<file path="config.mk">
export PLATFORM = sky130hd
export DESIGN_NAME = ddcn_core
export DESIGN_NICKNAME = d
export VERILOG_FILES = /design/src/hdl/ddcn_pkg.sv /design/src/hdl/ddcn_core.sv /design/src/hdl/ddcn_sin_rom.sv
export SDC_FILE = /design/constraint.sdc
export NUM_CORES = 2
export LEC_CHECK = 0
export ABC_AREA = 0
export BUFFER_PORTS_ARGS = -buffer_cell sky130_fd_sc_hd__clkbuf_2
export CAP_MARGIN = 20
export CORE_UTILIZATION = 55
export CTS_BUF_LIST = sky130_fd_sc_hd__clkbuf_8
export CTS_CLUSTER_DIAMETER = 50
export DETAILED_ROUTE_END_ITERATION = 10
export PLACE_DENSITY = 0.74
export SETUP_SLACK_MARGIN = 0.2
export SLEW_MARGIN = 20
export SYNTH_ARGS = -nofsm -noshare
export SYNTH_HDL_FRONTEND = slang
export SYNTH_SLANG_ARGS = --single-unit
</file>
<file path="constraint.sdc">
create_clock -name core_clk -period 14.4 [get_ports core_clk]
set_clock_uncertainty 0.05 [all_clocks]
set_input_delay 4.32 -clock core_clk [delete_from_list [all_inputs] [get_ports core_clk]]
set_output_delay 4.32 -clock core_clk [all_outputs]
set_load 0.02 [all_outputs]
</file>
<file path="src/hdl/ddcn_pkg.sv">
// Constants, register map and carrier types of the down-converter block.
// Assumes one sampling-rate clock and a plain strobe-based register port.
//
// Operation
// - Complex decimation 2..32, 32-bit oscillator, mixer, filter
// - Whole path enabled by one control bit
// - Real mode bypasses mixer; zero word saves power
// - Channel swap selector ahead of the filters
// - Complex: shift, low-pass at 0 Hz, rate over ratio
// - Optional 6 dB gain in complex mode
// - Real mode: no shift, real half, rate over ratio
// - Optional 3 dB gain in real mode
// - Quarter-rate mix gives real samples, twice rate
// - Sample times complex exponential gives fin plus fnco
// - Oscillator word is signed two's complement frequency
// - New frequency active only after restart or align
// - Phase inversion option gives fin minus fnco
// - Filter passes most of band, rejects stop band
// - Real mode bandwidth is half the complex one
// - Align pin sampled on clock edge once enabled
// - Align resets dividers, phase, loads pending frequency

package ddcn_pkg;

    // Data path widths
    localparam int ADC_W   = 14;          // Converter sample width
    localparam int SMP_W   = 16;          // Output sample width
    localparam int NCO_W   = 32;          // Oscillator word width
    localparam int LUT_W   = 16;          // Sine table word width
    localparam int PH_W    = 6;           // Phase bits used for lookup
    localparam int IDX_W   = 4;           // Quarter-wave table index width
    localparam int ACC_W   = 21;          // Accumulator: 16 bits plus log2(32)
    localparam int CNT_W   = 5;           // Decimation counter width
    localparam int LOG_W   = 3;           // Width of log2 of the ratio
    localparam int NCH     = 2;           // Number of channels
    localparam int PROD_W  = ADC_W + LUT_W; // Mixer product width

    // Register port
    localparam int ADDR_W  = 8;           // Register address width
    localparam int DATA_W  = 32;          // Register data width

    // Register offsets
    localparam logic [ADDR_W-1:0] REG_CTRL   = 8'h00; // Control word
    localparam logic [ADDR_W-1:0] REG_FREQ   = 8'h04; // Pending oscillator word
    localparam logic [ADDR_W-1:0] REG_ACTIVE = 8'h08; // Active oscillator word
    localparam logic [ADDR_W-1:0] REG_STATUS = 8'h0c; // Status word

    // Ratio limits as log2
    localparam logic [LOG_W-1:0] LOG_MIN = 3'h1; // Ratio 2
    localparam logic [LOG_W-1:0] LOG_MAX = 3'h5; // Ratio 32

    // Control word, bit 0 is enable
    typedef struct packed {
        logic [LOG_W-1:0] dec_log;   // Bits 10:8, log2 of ratio
        logic             restart;   // Bit 7, toggle to restart mixer
        logic             sync_en;   // Bit 6, align pin enable
        logic             swap;      // Bit 5, cross channels
        logic             invert;    // Bit 4, mixer phase inversion
        logic             fs4;       // Bit 3, quarter-rate real output
        logic             gain;      // Bit 2, compensation gain
        logic             real_mode; // Bit 1, real decimation
        logic             enable;    // Bit 0, down-converter on
    } ddcn_ctrl_t;

    localparam int CTRL_W = $bits(ddcn_ctrl_t);             // Control width
    localparam logic [CTRL_W-1:0] CTRL_RST = 11'h100;      // Off, ratio 2

    // One output sample pair
    typedef struct packed {
        logic signed [SMP_W-1:0] i; // In-phase or real sample
        logic signed [SMP_W-1:0] q; // Quadrature sample, zero when real
    } ddcn_smp_t;

endpackage

</file>
<file path="src/hdl/ddcn_core.sv">
// Dual-channel down-converter: swap selector, oscillator and mixer,
// integrate-and-dump decimator, gain, quarter-rate real output.
// Assumes converter samples and the align pin are synchronous to core_clk.
//
// The plain strobed port and the register offsets are this design's own decisions.
`timescale 1ns/1ps

module ddcn_core
    import ddcn_pkg::*;
(
    input  wire logic                    core_clk,               // Sampling clock
    input  wire logic                    sys_rst,                // Sync reset, high
    input  wire logic [ADDR_W-1:0]       reg_addr,               // Register address
    input  wire logic [DATA_W-1:0]       reg_wdata,              // Write data
    input  wire logic                    reg_wr,                 // Write strobe
    input  wire logic                    reg_rd,                 // Read strobe
    output logic [DATA_W-1:0]            reg_rdata,              // Read data, next cycle
    input  wire logic                    adc_valid,              // Sample strobe
    input  wire logic signed [ADC_W-1:0] adc_a,                  // Channel A sample
    input  wire logic signed [ADC_W-1:0] adc_b,                  // Channel B sample
    input  wire logic                    powerdown_or_align_pin, // Align pulse input
    output logic                         out_valid,              // Output strobe
    output logic                         out_real,               // Output is real
    output ddcn_smp_t                    out_a,                  // Channel A output
    output ddcn_smp_t                    out_b                   // Channel B output
);

    // Clamp of the programmed ratio into 2..32
    function automatic logic [LOG_W-1:0] dec_log_eff(input logic [LOG_W-1:0] v);
        if (v < LOG_MIN) begin
            return LOG_MIN;
        end else if (v > LOG_MAX) begin
            return LOG_MAX;
        end
        return v;
    endfunction

    // Compensation gain with saturation: 6 dB doubling, 3 dB near root two
    function automatic logic signed [SMP_W-1:0] gain_apply(input logic signed [SMP_W-1:0] x,
                                                          input logic real_g);
        logic signed [SMP_W+1:0] e;
        logic signed [SMP_W+1:0] y;
        e = (SMP_W+2)'(x);
        if (real_g) begin
            y = e + (e >>> 2) + (e >>> 3) + (e >>> 5);
        end else begin
            y = e <<< 1;
        end
        if (y > $signed((SMP_W+2)'({1'b0, {(SMP_W-1){1'b1}}}))) begin
            return {1'b0, {(SMP_W-1){1'b1}}};
        end else if (y < -$signed((SMP_W+2)'({1'b0, {(SMP_W-1){1'b1}}})) - 1) begin
            return {1'b1, {(SMP_W-1){1'b0}}};
        end
        return y[SMP_W-1:0];
    endfunction

    // Register state
    ddcn_ctrl_t        ctrl_reg, ctrl_next;       // Control word
    logic [NCO_W-1:0]  freq_reg, freq_next;       // Pending frequency
    logic [NCO_W-1:0]  act_reg, act_next;         // Active frequency
    logic              pend_reg, pend_next;       // Frequency waiting for restart
    logic              rst_prev_reg;              // Last seen restart bit
    logic              pin_reg;                   // Previous align pin level
    logic [DATA_W-1:0] rdata_reg, rdata_next;     // Read data
    logic              align;                     // Restart or align event

    // Oscillator and stage A
    logic [NCO_W-1:0]        phase_reg, phase_next; // Phase accumulator
    logic signed [ADC_W-1:0] samp_reg [NCH];        // Raw samples, stage A
    logic                    sv_reg;                // Stage A sample valid
    logic signed [LUT_W-1:0] cos_w;                 // Cosine for stage A
    logic signed [LUT_W-1:0] sin_w;                 // Sine for stage A
    logic                    run_mix;               // Mixer in use

    // Divider and output control
    logic [CNT_W-1:0]  cnt_reg, cnt_next;         // Decimation counter
    logic [LOG_W-1:0]  dlog;                      // Effective log2 ratio
    logic              last;                      // Dump this sample
    logic              dump;                      // Decimated output now
    logic              fs4_pend_reg, fs4_pend_next; // Second real sample due
    logic              fs4_sgn_reg, fs4_sgn_next;   // Quarter-rate sign
    logic              valid_reg, valid_next;     // Output strobe
    logic              real_reg, real_next;       // Output real flag
    ddcn_smp_t         smp_reg [NCH];             // Output samples

    assign run_mix = ctrl_reg.enable & ~ctrl_reg.real_mode;
    assign dlog    = dec_log_eff(ctrl_reg.dec_log);
    assign last    = (cnt_reg == CNT_W'((1 << dlog) - 1));
    assign dump    = sv_reg & ctrl_reg.enable & last & ~align;
    // Restart bit toggle, or enabled pin pulse taken on the clock edge
    assign align   = (ctrl_reg.restart != rst_prev_reg) |
                     (ctrl_reg.sync_en & powerdown_or_align_pin & ~pin_reg);

    // Register writes, pending and active frequency, read mux
    always_comb begin
        ctrl_next  = ctrl_reg;
        freq_next  = freq_reg;
        act_next   = act_reg;
        pend_next  = pend_reg;
        rdata_next = '0;
        if (align) begin
            act_next  = freq_reg;
            pend_next = 1'b0;
        end
        if (reg_wr) begin
            case (reg_addr)
                REG_CTRL: begin
                    ctrl_next = ddcn_ctrl_t'(reg_wdata[CTRL_W-1:0]);
                end
                REG_FREQ: begin
                    freq_next = reg_wdata;
                    pend_next = 1'b1;                                   // Set wins
                end
                default: begin
                end
            endcase
        end
        if (reg_rd) begin
            case (reg_addr)
                REG_CTRL:   rdata_next = DATA_W'(ctrl_reg);
                REG_FREQ:   rdata_next = freq_reg;
                REG_ACTIVE: rdata_next = act_reg;
                REG_STATUS: rdata_next = DATA_W'({cnt_reg, ctrl_reg.enable, pend_reg});
                default:    rdata_next = '0;                            // Unmapped reads zero
            endcase
        end
    end

    // Register file flops
    always_ff @(posedge core_clk) begin
        if (sys_rst) begin
            ctrl_reg     <= ddcn_ctrl_t'(CTRL_RST);
            freq_reg     <= '0;
            act_reg      <= '0;
            pend_reg     <= 1'b0;
            rst_prev_reg <= 1'b0;
            pin_reg      <= 1'b0;
            rdata_reg    <= '0;
        end else begin
            ctrl_reg     <= ctrl_next;
            freq_reg     <= freq_next;
            act_reg      <= act_next;
            pend_reg     <= pend_next;
            rst_prev_reg <= ctrl_reg.restart;
            pin_reg      <= powerdown_or_align_pin;
            rdata_reg    <= rdata_next;
        end
    end

    assign reg_rdata = rdata_reg;

    // Phase accumulator, signed word wraps modulo 2^32
    always_comb begin
        phase_next = phase_reg;
        if (align) begin
            phase_next = '0;
        end else if (adc_valid & run_mix) begin
            phase_next = phase_reg + act_reg;
        end
    end

    // Oscillator and stage A sample flops
    always_ff @(posedge core_clk) begin
        if (sys_rst) begin
            phase_reg   <= '0;
            sv_reg      <= 1'b0;
            samp_reg[0] <= '0;
            samp_reg[1] <= '0;
        end else begin
            phase_reg <= phase_next;
            sv_reg    <= adc_valid;
            if (adc_valid) begin
                samp_reg[0] <= adc_a;
                samp_reg[1] <= adc_b;
            end
        end
    end

    // Sine and cosine of the current phase, aligned with stage A
    ddcn_sin_rom u_rom (
        .core_clk (core_clk),
        .sys_rst  (sys_rst),
        .rd_en    (adc_valid & run_mix),
        .phase    (phase_reg[NCO_W-1 -: PH_W]),
        .cos_out  (cos_w),
        .sin_out  (sin_w)
    );

    // Shared divider, strobe and quarter-rate sequencing
    always_comb begin
        cnt_next      = cnt_reg;
        fs4_pend_next = 1'b0;
        fs4_sgn_next  = fs4_sgn_reg;
        valid_next    = 1'b0;
        real_next     = real_reg;
        if (align) begin
            cnt_next     = '0;
            fs4_sgn_next = 1'b0;
        end else if (sv_reg & ctrl_reg.enable) begin
            cnt_next = last ? '0 : cnt_reg + CNT_W'(1);
        end
        if (~ctrl_reg.enable & sv_reg) begin
            valid_next = 1'b1;
            real_next  = 1'b1;
        end else if (dump) begin
            valid_next = 1'b1;
            real_next  = ctrl_reg.real_mode | ctrl_reg.fs4;
            if (ctrl_reg.fs4 & ~ctrl_reg.real_mode) begin
                fs4_pend_next = 1'b1;
                fs4_sgn_next  = ~fs4_sgn_reg;
            end
        end else if (fs4_pend_reg & ~align) begin
            valid_next = 1'b1;
        end
    end

    // Shared control flops
    always_ff @(posedge core_clk) begin
        if (sys_rst) begin
            cnt_reg      <= '0;
            fs4_pend_reg <= 1'b0;
            fs4_sgn_reg  <= 1'b0;
            valid_reg    <= 1'b0;
            real_reg     <= 1'b1;
        end else begin
            cnt_reg      <= cnt_next;
            fs4_pend_reg <= fs4_pend_next;
            fs4_sgn_reg  <= fs4_sgn_next;
            valid_reg    <= valid_next;
            real_reg     <= real_next;
        end
    end

    // Per-channel mixer, accumulators and output registers
    for (genvar ch = 0; ch < NCH; ch++) begin : g_ch
        logic signed [ADC_W-1:0]  x;                   // Filter input after swap
        logic signed [PROD_W-1:0] prod_i;              // Sample times cosine
        logic signed [PROD_W-1:0] prod_q;              // Sample times sine
        logic signed [SMP_W-1:0]  mix_i;               // Mixed in-phase
        logic signed [SMP_W-1:0]  mix_q;               // Mixed quadrature
        logic signed [ACC_W-1:0]  sum_i;               // Running sum with sample
        logic signed [ACC_W-1:0]  sum_q;               // Running sum with sample
        logic signed [ACC_W-1:0]  acc_i_reg, acc_i_next; // In-phase accumulator
        logic signed [ACC_W-1:0]  acc_q_reg, acc_q_next; // Quadrature accumulator
        logic signed [SMP_W-1:0]  avg_i;               // Decimated in-phase
        logic signed [SMP_W-1:0]  avg_q;               // Decimated quadrature
        logic signed [SMP_W-1:0]  hold_q_reg, hold_q_next; // Second real sample
        ddcn_smp_t                smp_next;            // Next output

        // Mixer: real sample times e^(+jwn), quadrature negated on inversion
        always_comb begin
            x      = ctrl_reg.swap ? samp_reg[NCH-1-ch] : samp_reg[ch];
            prod_i = PROD_W'(x) * PROD_W'(cos_w);
            prod_q = PROD_W'(x) * PROD_W'(sin_w);
            if (ctrl_reg.real_mode) begin
                mix_i = SMP_W'(x) <<< 1;
                mix_q = '0;
            end else if (ctrl_reg.invert) begin
                mix_i = prod_i[PROD_W-1 -: SMP_W];
                mix_q = -prod_q[PROD_W-1 -: SMP_W];
            end else begin
                mix_i = prod_i[PROD_W-1 -: SMP_W];
                mix_q = prod_q[PROD_W-1 -: SMP_W];
            end
        end

        // Integrate-and-dump low-pass decimator, boxcar of ratio length
        always_comb begin
            sum_i      = acc_i_reg + ACC_W'(mix_i);
            sum_q      = acc_q_reg + ACC_W'(mix_q);
            avg_i      = SMP_W'(sum_i >>> dlog);
            avg_q      = SMP_W'(sum_q >>> dlog);
            acc_i_next = acc_i_reg;
            acc_q_next = acc_q_reg;
            if (align) begin
                acc_i_next = '0;
                acc_q_next = '0;
            end else if (sv_reg & ctrl_reg.enable) begin
                acc_i_next = last ? '0 : sum_i;
                acc_q_next = last ? '0 : sum_q;
            end
            if (ctrl_reg.gain) begin
                avg_i = gain_apply(avg_i, ctrl_reg.real_mode);
                avg_q = gain_apply(avg_q, ctrl_reg.real_mode);
            end
        end

        // Output selection: bypass, complex pair, real sample, or quarter-rate stream
        always_comb begin
            smp_next    = smp_reg[ch];
            hold_q_next = hold_q_reg;
            if (~ctrl_reg.enable & sv_reg) begin
                smp_next.i = SMP_W'(samp_reg[ch]);
                smp_next.q = '0;
            end else if (dump) begin
                if (ctrl_reg.real_mode) begin
                    smp_next.i = avg_i;
                    smp_next.q = '0;
                end else if (ctrl_reg.fs4) begin
                    smp_next.i  = fs4_sgn_reg ? -avg_i : avg_i;
                    smp_next.q  = '0;
                    hold_q_next = fs4_sgn_reg ? avg_q : -avg_q;
                end else begin
                    smp_next.i = avg_i;
                    smp_next.q = avg_q;
                end
            end else if (fs4_pend_reg & ~align) begin
                smp_next.i = hold_q_reg;
                smp_next.q = '0;
            end
        end

        // Channel flops
        always_ff @(posedge core_clk) begin
            if (sys_rst) begin
                acc_i_reg   <= '0;
                acc_q_reg   <= '0;
                hold_q_reg  <= '0;
                smp_reg[ch] <= '0;
            end else begin
                acc_i_reg   <= acc_i_next;
                acc_q_reg   <= acc_q_next;
                hold_q_reg  <= hold_q_next;
                smp_reg[ch] <= smp_next;
            end
        end
    end

    // Output drive
    assign out_valid = valid_reg;
    assign out_real  = real_reg;
    assign out_a     = smp_reg[0];
    assign out_b     = smp_reg[1];

endmodule

</file>
<file path="src/hdl/ddcn_sin_rom.sv">
// Quarter-wave sine and cosine table with registered outputs.
// Assumes the phase is presented in the cycle its enable is high.
`timescale 1ns/1ps

module ddcn_sin_rom
    import ddcn_pkg::*;
(
    input  wire logic                    core_clk,  // Sampling clock
    input  wire logic                    sys_rst,   // Synchronous reset
    input  wire logic                    rd_en,     // Lookup enable
    input  wire logic [PH_W-1:0]         phase,     // Quadrant and index
    output logic signed [LUT_W-1:0]      cos_out,   // Registered cosine
    output logic signed [LUT_W-1:0]      sin_out    // Registered sine
);

    logic signed [LUT_W-1:0] cos_next;  // Cosine lookup
    logic signed [LUT_W-1:0] sin_next;  // Sine lookup

    // Signed quarter-wave lookup, folded by quadrant
    function automatic logic signed [LUT_W-1:0] wave(input logic [1:0] quad,
                                                     input logic [IDX_W-1:0] idx);
        logic [IDX_W-1:0] k;
        logic signed [LUT_W-1:0] v;
        k = quad[0] ? ~idx : idx;
        case (k)
            4'h0: v = 16'h0648;
            4'h1: v = 16'h12c8;
            4'h2: v = 16'h1f1a;
            4'h3: v = 16'h2b1f;
            4'h4: v = 16'h36ba;
            4'h5: v = 16'h41ce;
            4'h6: v = 16'h4c40;
            4'h7: v = 16'h55f5;
            4'h8: v = 16'h5ed7;
            4'h9: v = 16'h66cf;
            4'ha: v = 16'h6dc9;
            4'hb: v = 16'h73b5;
            4'hc: v = 16'h7884;
            4'hd: v = 16'h7c29;
            4'he: v = 16'h7e9c;
            default: v = 16'h7fd8;
        endcase
        return quad[1] ? -v : v;
    endfunction

    // Cosine leads sine by one quadrant
    always_comb begin
        sin_next = wave(phase[PH_W-1 -: 2], phase[IDX_W-1:0]);
        cos_next = wave(phase[PH_W-1 -: 2] + 2'h1, phase[IDX_W-1:0]);
    end

    // Output registers, updated only on lookup
    always_ff @(posedge core_clk) begin
        if (sys_rst) begin
            cos_out <= '0;
            sin_out <= '0;
        end else if (rd_en) begin
            cos_out <= cos_next;
            sin_out <= sin_next;
        end
    end

endmodule

</file>
==> metrics.txt <==
worst min path class=reg2reg; Worst Path Required=15.01 ns; footprint of the multi-input gates=54600 um2; worst-margin pin slew=1.08 ns; fin util=0.669; top cell type's share of synthesized area=0.297; CTS Sinks=392; Synth Warn #=0; fin nets=10221; vias in the first global route=60806; Final period util=0.997; unrepaired setup endpoints after global routing=yes; Crit path max-delay family=adder cells; Clock transition at path regs=0.07 ns; routed length per instance=20.8 um; Initial DRC Count=5638; leading area contributor after synthesis=fa_1; Chip Width=347 um; Max-slew headroom=0.278; total of max-cap violations=0; htree depth=3; layout cell share with drive strength beyond 1=0.208; DRC viols=0; Synth Cell Area=65600 um2; CTS buffer count=74; # fillers=9396; Startpoint Class=flop; Peak supply drop=93.7 uV; prevailing post-synth register cell=dfxtp_1; Rows=126; Hold Violations, Final=0; grt ovf=0; Post-Layout Cell Count=10291; number of enable flip-flop cells after synthesis=28; leakage power=0.0365 uW; Critical Path AT=14.96 ns; core area=118000 um2; num ports=172; First-pass DRT Iterations=6; Final setup viols=0; die height=347 um; CP peak stage delay=0.55 ns; Vias=60467; Clock Latency Late Sink=0.76 ns; Initial Utilization=0.555; CTS Root Buffer Type=clkbuf_8; Slew Limit Fails=0; Critical Path Sink Type=flop; Area Overhead vs Synth=20.4%; largest net degree at the start of global routing=76; global-route wire length before repair=330000 um; Finished Cell Area=79000 um2; FF+latch count, synth=392; synth top area cells=fa_1, dfxtp_1, ha_1, inv_1, nand2_1; port buffer count=171; DP HPWL=163000 um; vias per inst=5.88; Period minus WS final=14.35 ns; Pwr per Cell Area=53.2 nW/um2; CP max stage cell=fa_1; Die ar.=121000 um2; CP dominant cell by count=fa_1; Seq. cell area=8140 um2; Syn Inst Count=7940; most common cell after layout, fill and taps aside=inv_1; run status=finished clean; hold slack=0.405 ns; Clock Path Buffers=3; Cell variety after synth=96; max FFs per register=64; post-route ant nets=0; most frequent cells in the layout=inv_1, fa_1, nand2_1, buf_4, nor2_1; Post-Route WL=214000 um; Seq/Total Area, Yosys=0.124; Worst Path Class, Setup=reg2reg; fraction of registers with async set or reset after synthesis=0; Post-DP Area=73100 um2; Placed Cells=10009; Max Clk Rate=69.7 MHz; Post-Syn Nets=9469; post-synthesis average cell area=8.26 um2; Buffers & Inverters on Critical Path=15; initial antenna violation count=13; total power=4200 uW; CTS tree=yes; Placer Congestion=1.00; Worst Path Max Fanout=12; GRT Util Overall=0.346
synthesized netlist by cell type (10+ instances only):
cell and count:
a211o_1 13, a211oi_1 92, a21boi_0 10, a21o_1 97, a21oi_1 497, a221oi_1 13, a22oi_1 93, a311oi_1 18
a31oi_1 47, and2_1 394, and3_1 32, buf_1 33, clkbuf_1 397, dfxtp_1 364, edfxtp_1 28, fa_1 973
ha_1 482, inv_1 1116, mux2_2 45, mux2i_1 87, nand2_1 977, nand2b_1 71, nand3_1 104, nand4_1 21
nor2_1 576, nor2b_1 173, nor3_1 104, nor3b_1 10, nor4_1 20, o211ai_1 61, o21a_1 67, o21ai_0 247
o21bai_1 23, o221ai_1 11, o22ai_1 23, o31ai_1 43, or2_2 14, or3_1 40, xnor2_1 208, xor2_1 122
logic make-up after synthesis:
family / Yosys count / synth area share
simple gates: 2585 / 0.185
compound gates: 1473 / 0.143
flops: 392 / 0.124
mux: 144 / 0.0248
xor+xnor: 330 / 0.0441
buf+inv: 1561 / 0.0897
fa+ha+maj: 1455 / 0.389
final timing paths:
check                start  depth (start not counted)  slack, ns              to
max reg2reg    ctrl_reg[5]                         64       0.05  smp_reg[1][29]
max            ctrl_reg[5]                         64       0.05  smp_reg[1][29]
min          phase_reg[19]                          2       0.41   phase_reg[19]
min reg2reg  phase_reg[19]                          2       0.41   phase_reg[19]
per-layer routing:
layer	track usage	vias up	share of wire
li1	-	27219	-
met1	0.453	29746	0.39
met2	0.553	2834	0.46
met3	0.0679	650	0.094
met4	0.163	18	0.055
met5	0	-	0.00058
power breakdown:
group | switching (uW) | internal, uW
clock network | 580 | 679
registers | 18.7 | 1110
logic | 979 | 837
total | 1580 | 2630
area by class of cell:
cell class / instances / area share
repair buffers: 1115 / 0.106
diodes: 4 / 0.000127
clock inverters: 47 / 0.00558
clock buffers: 88 / 0.0153
flip-flops and latches: 392 / 0.103
multi-input cells: 5987 / 0.692
well taps: 1536 / 0.0243
inverters: 1122 / 0.0534
metrics by stage:
step,TNS [ns],setup slack (ns)
floorplan,0,0.210
global placement,-3.42,-0.271
detailed placement,-13.10,-0.529
CTS,0,0.202
global route,-13.49,-0.547
finish,0,0.0497
repair_timing:
| item | CTS | global route |
|---|---|---|
| pin swaps | 56 | 234 |
| gates cloned | 0 | 4 |
| hold buffers | 0 | 0 |
| endpoints found under the setup margin | 73 | 93 |
| buffers inserted | 28 | 111 |
| gates resized for setup | 170 | 518 |
tightest hold or removal path: cells and delay by family, from the launching register on:
kind            cells  cell delay (ns)
compound gates      1             0.05
simple gates        1             0.05
flops               1             0.31
No activity file was read; power rests on OpenSTA's default activity.
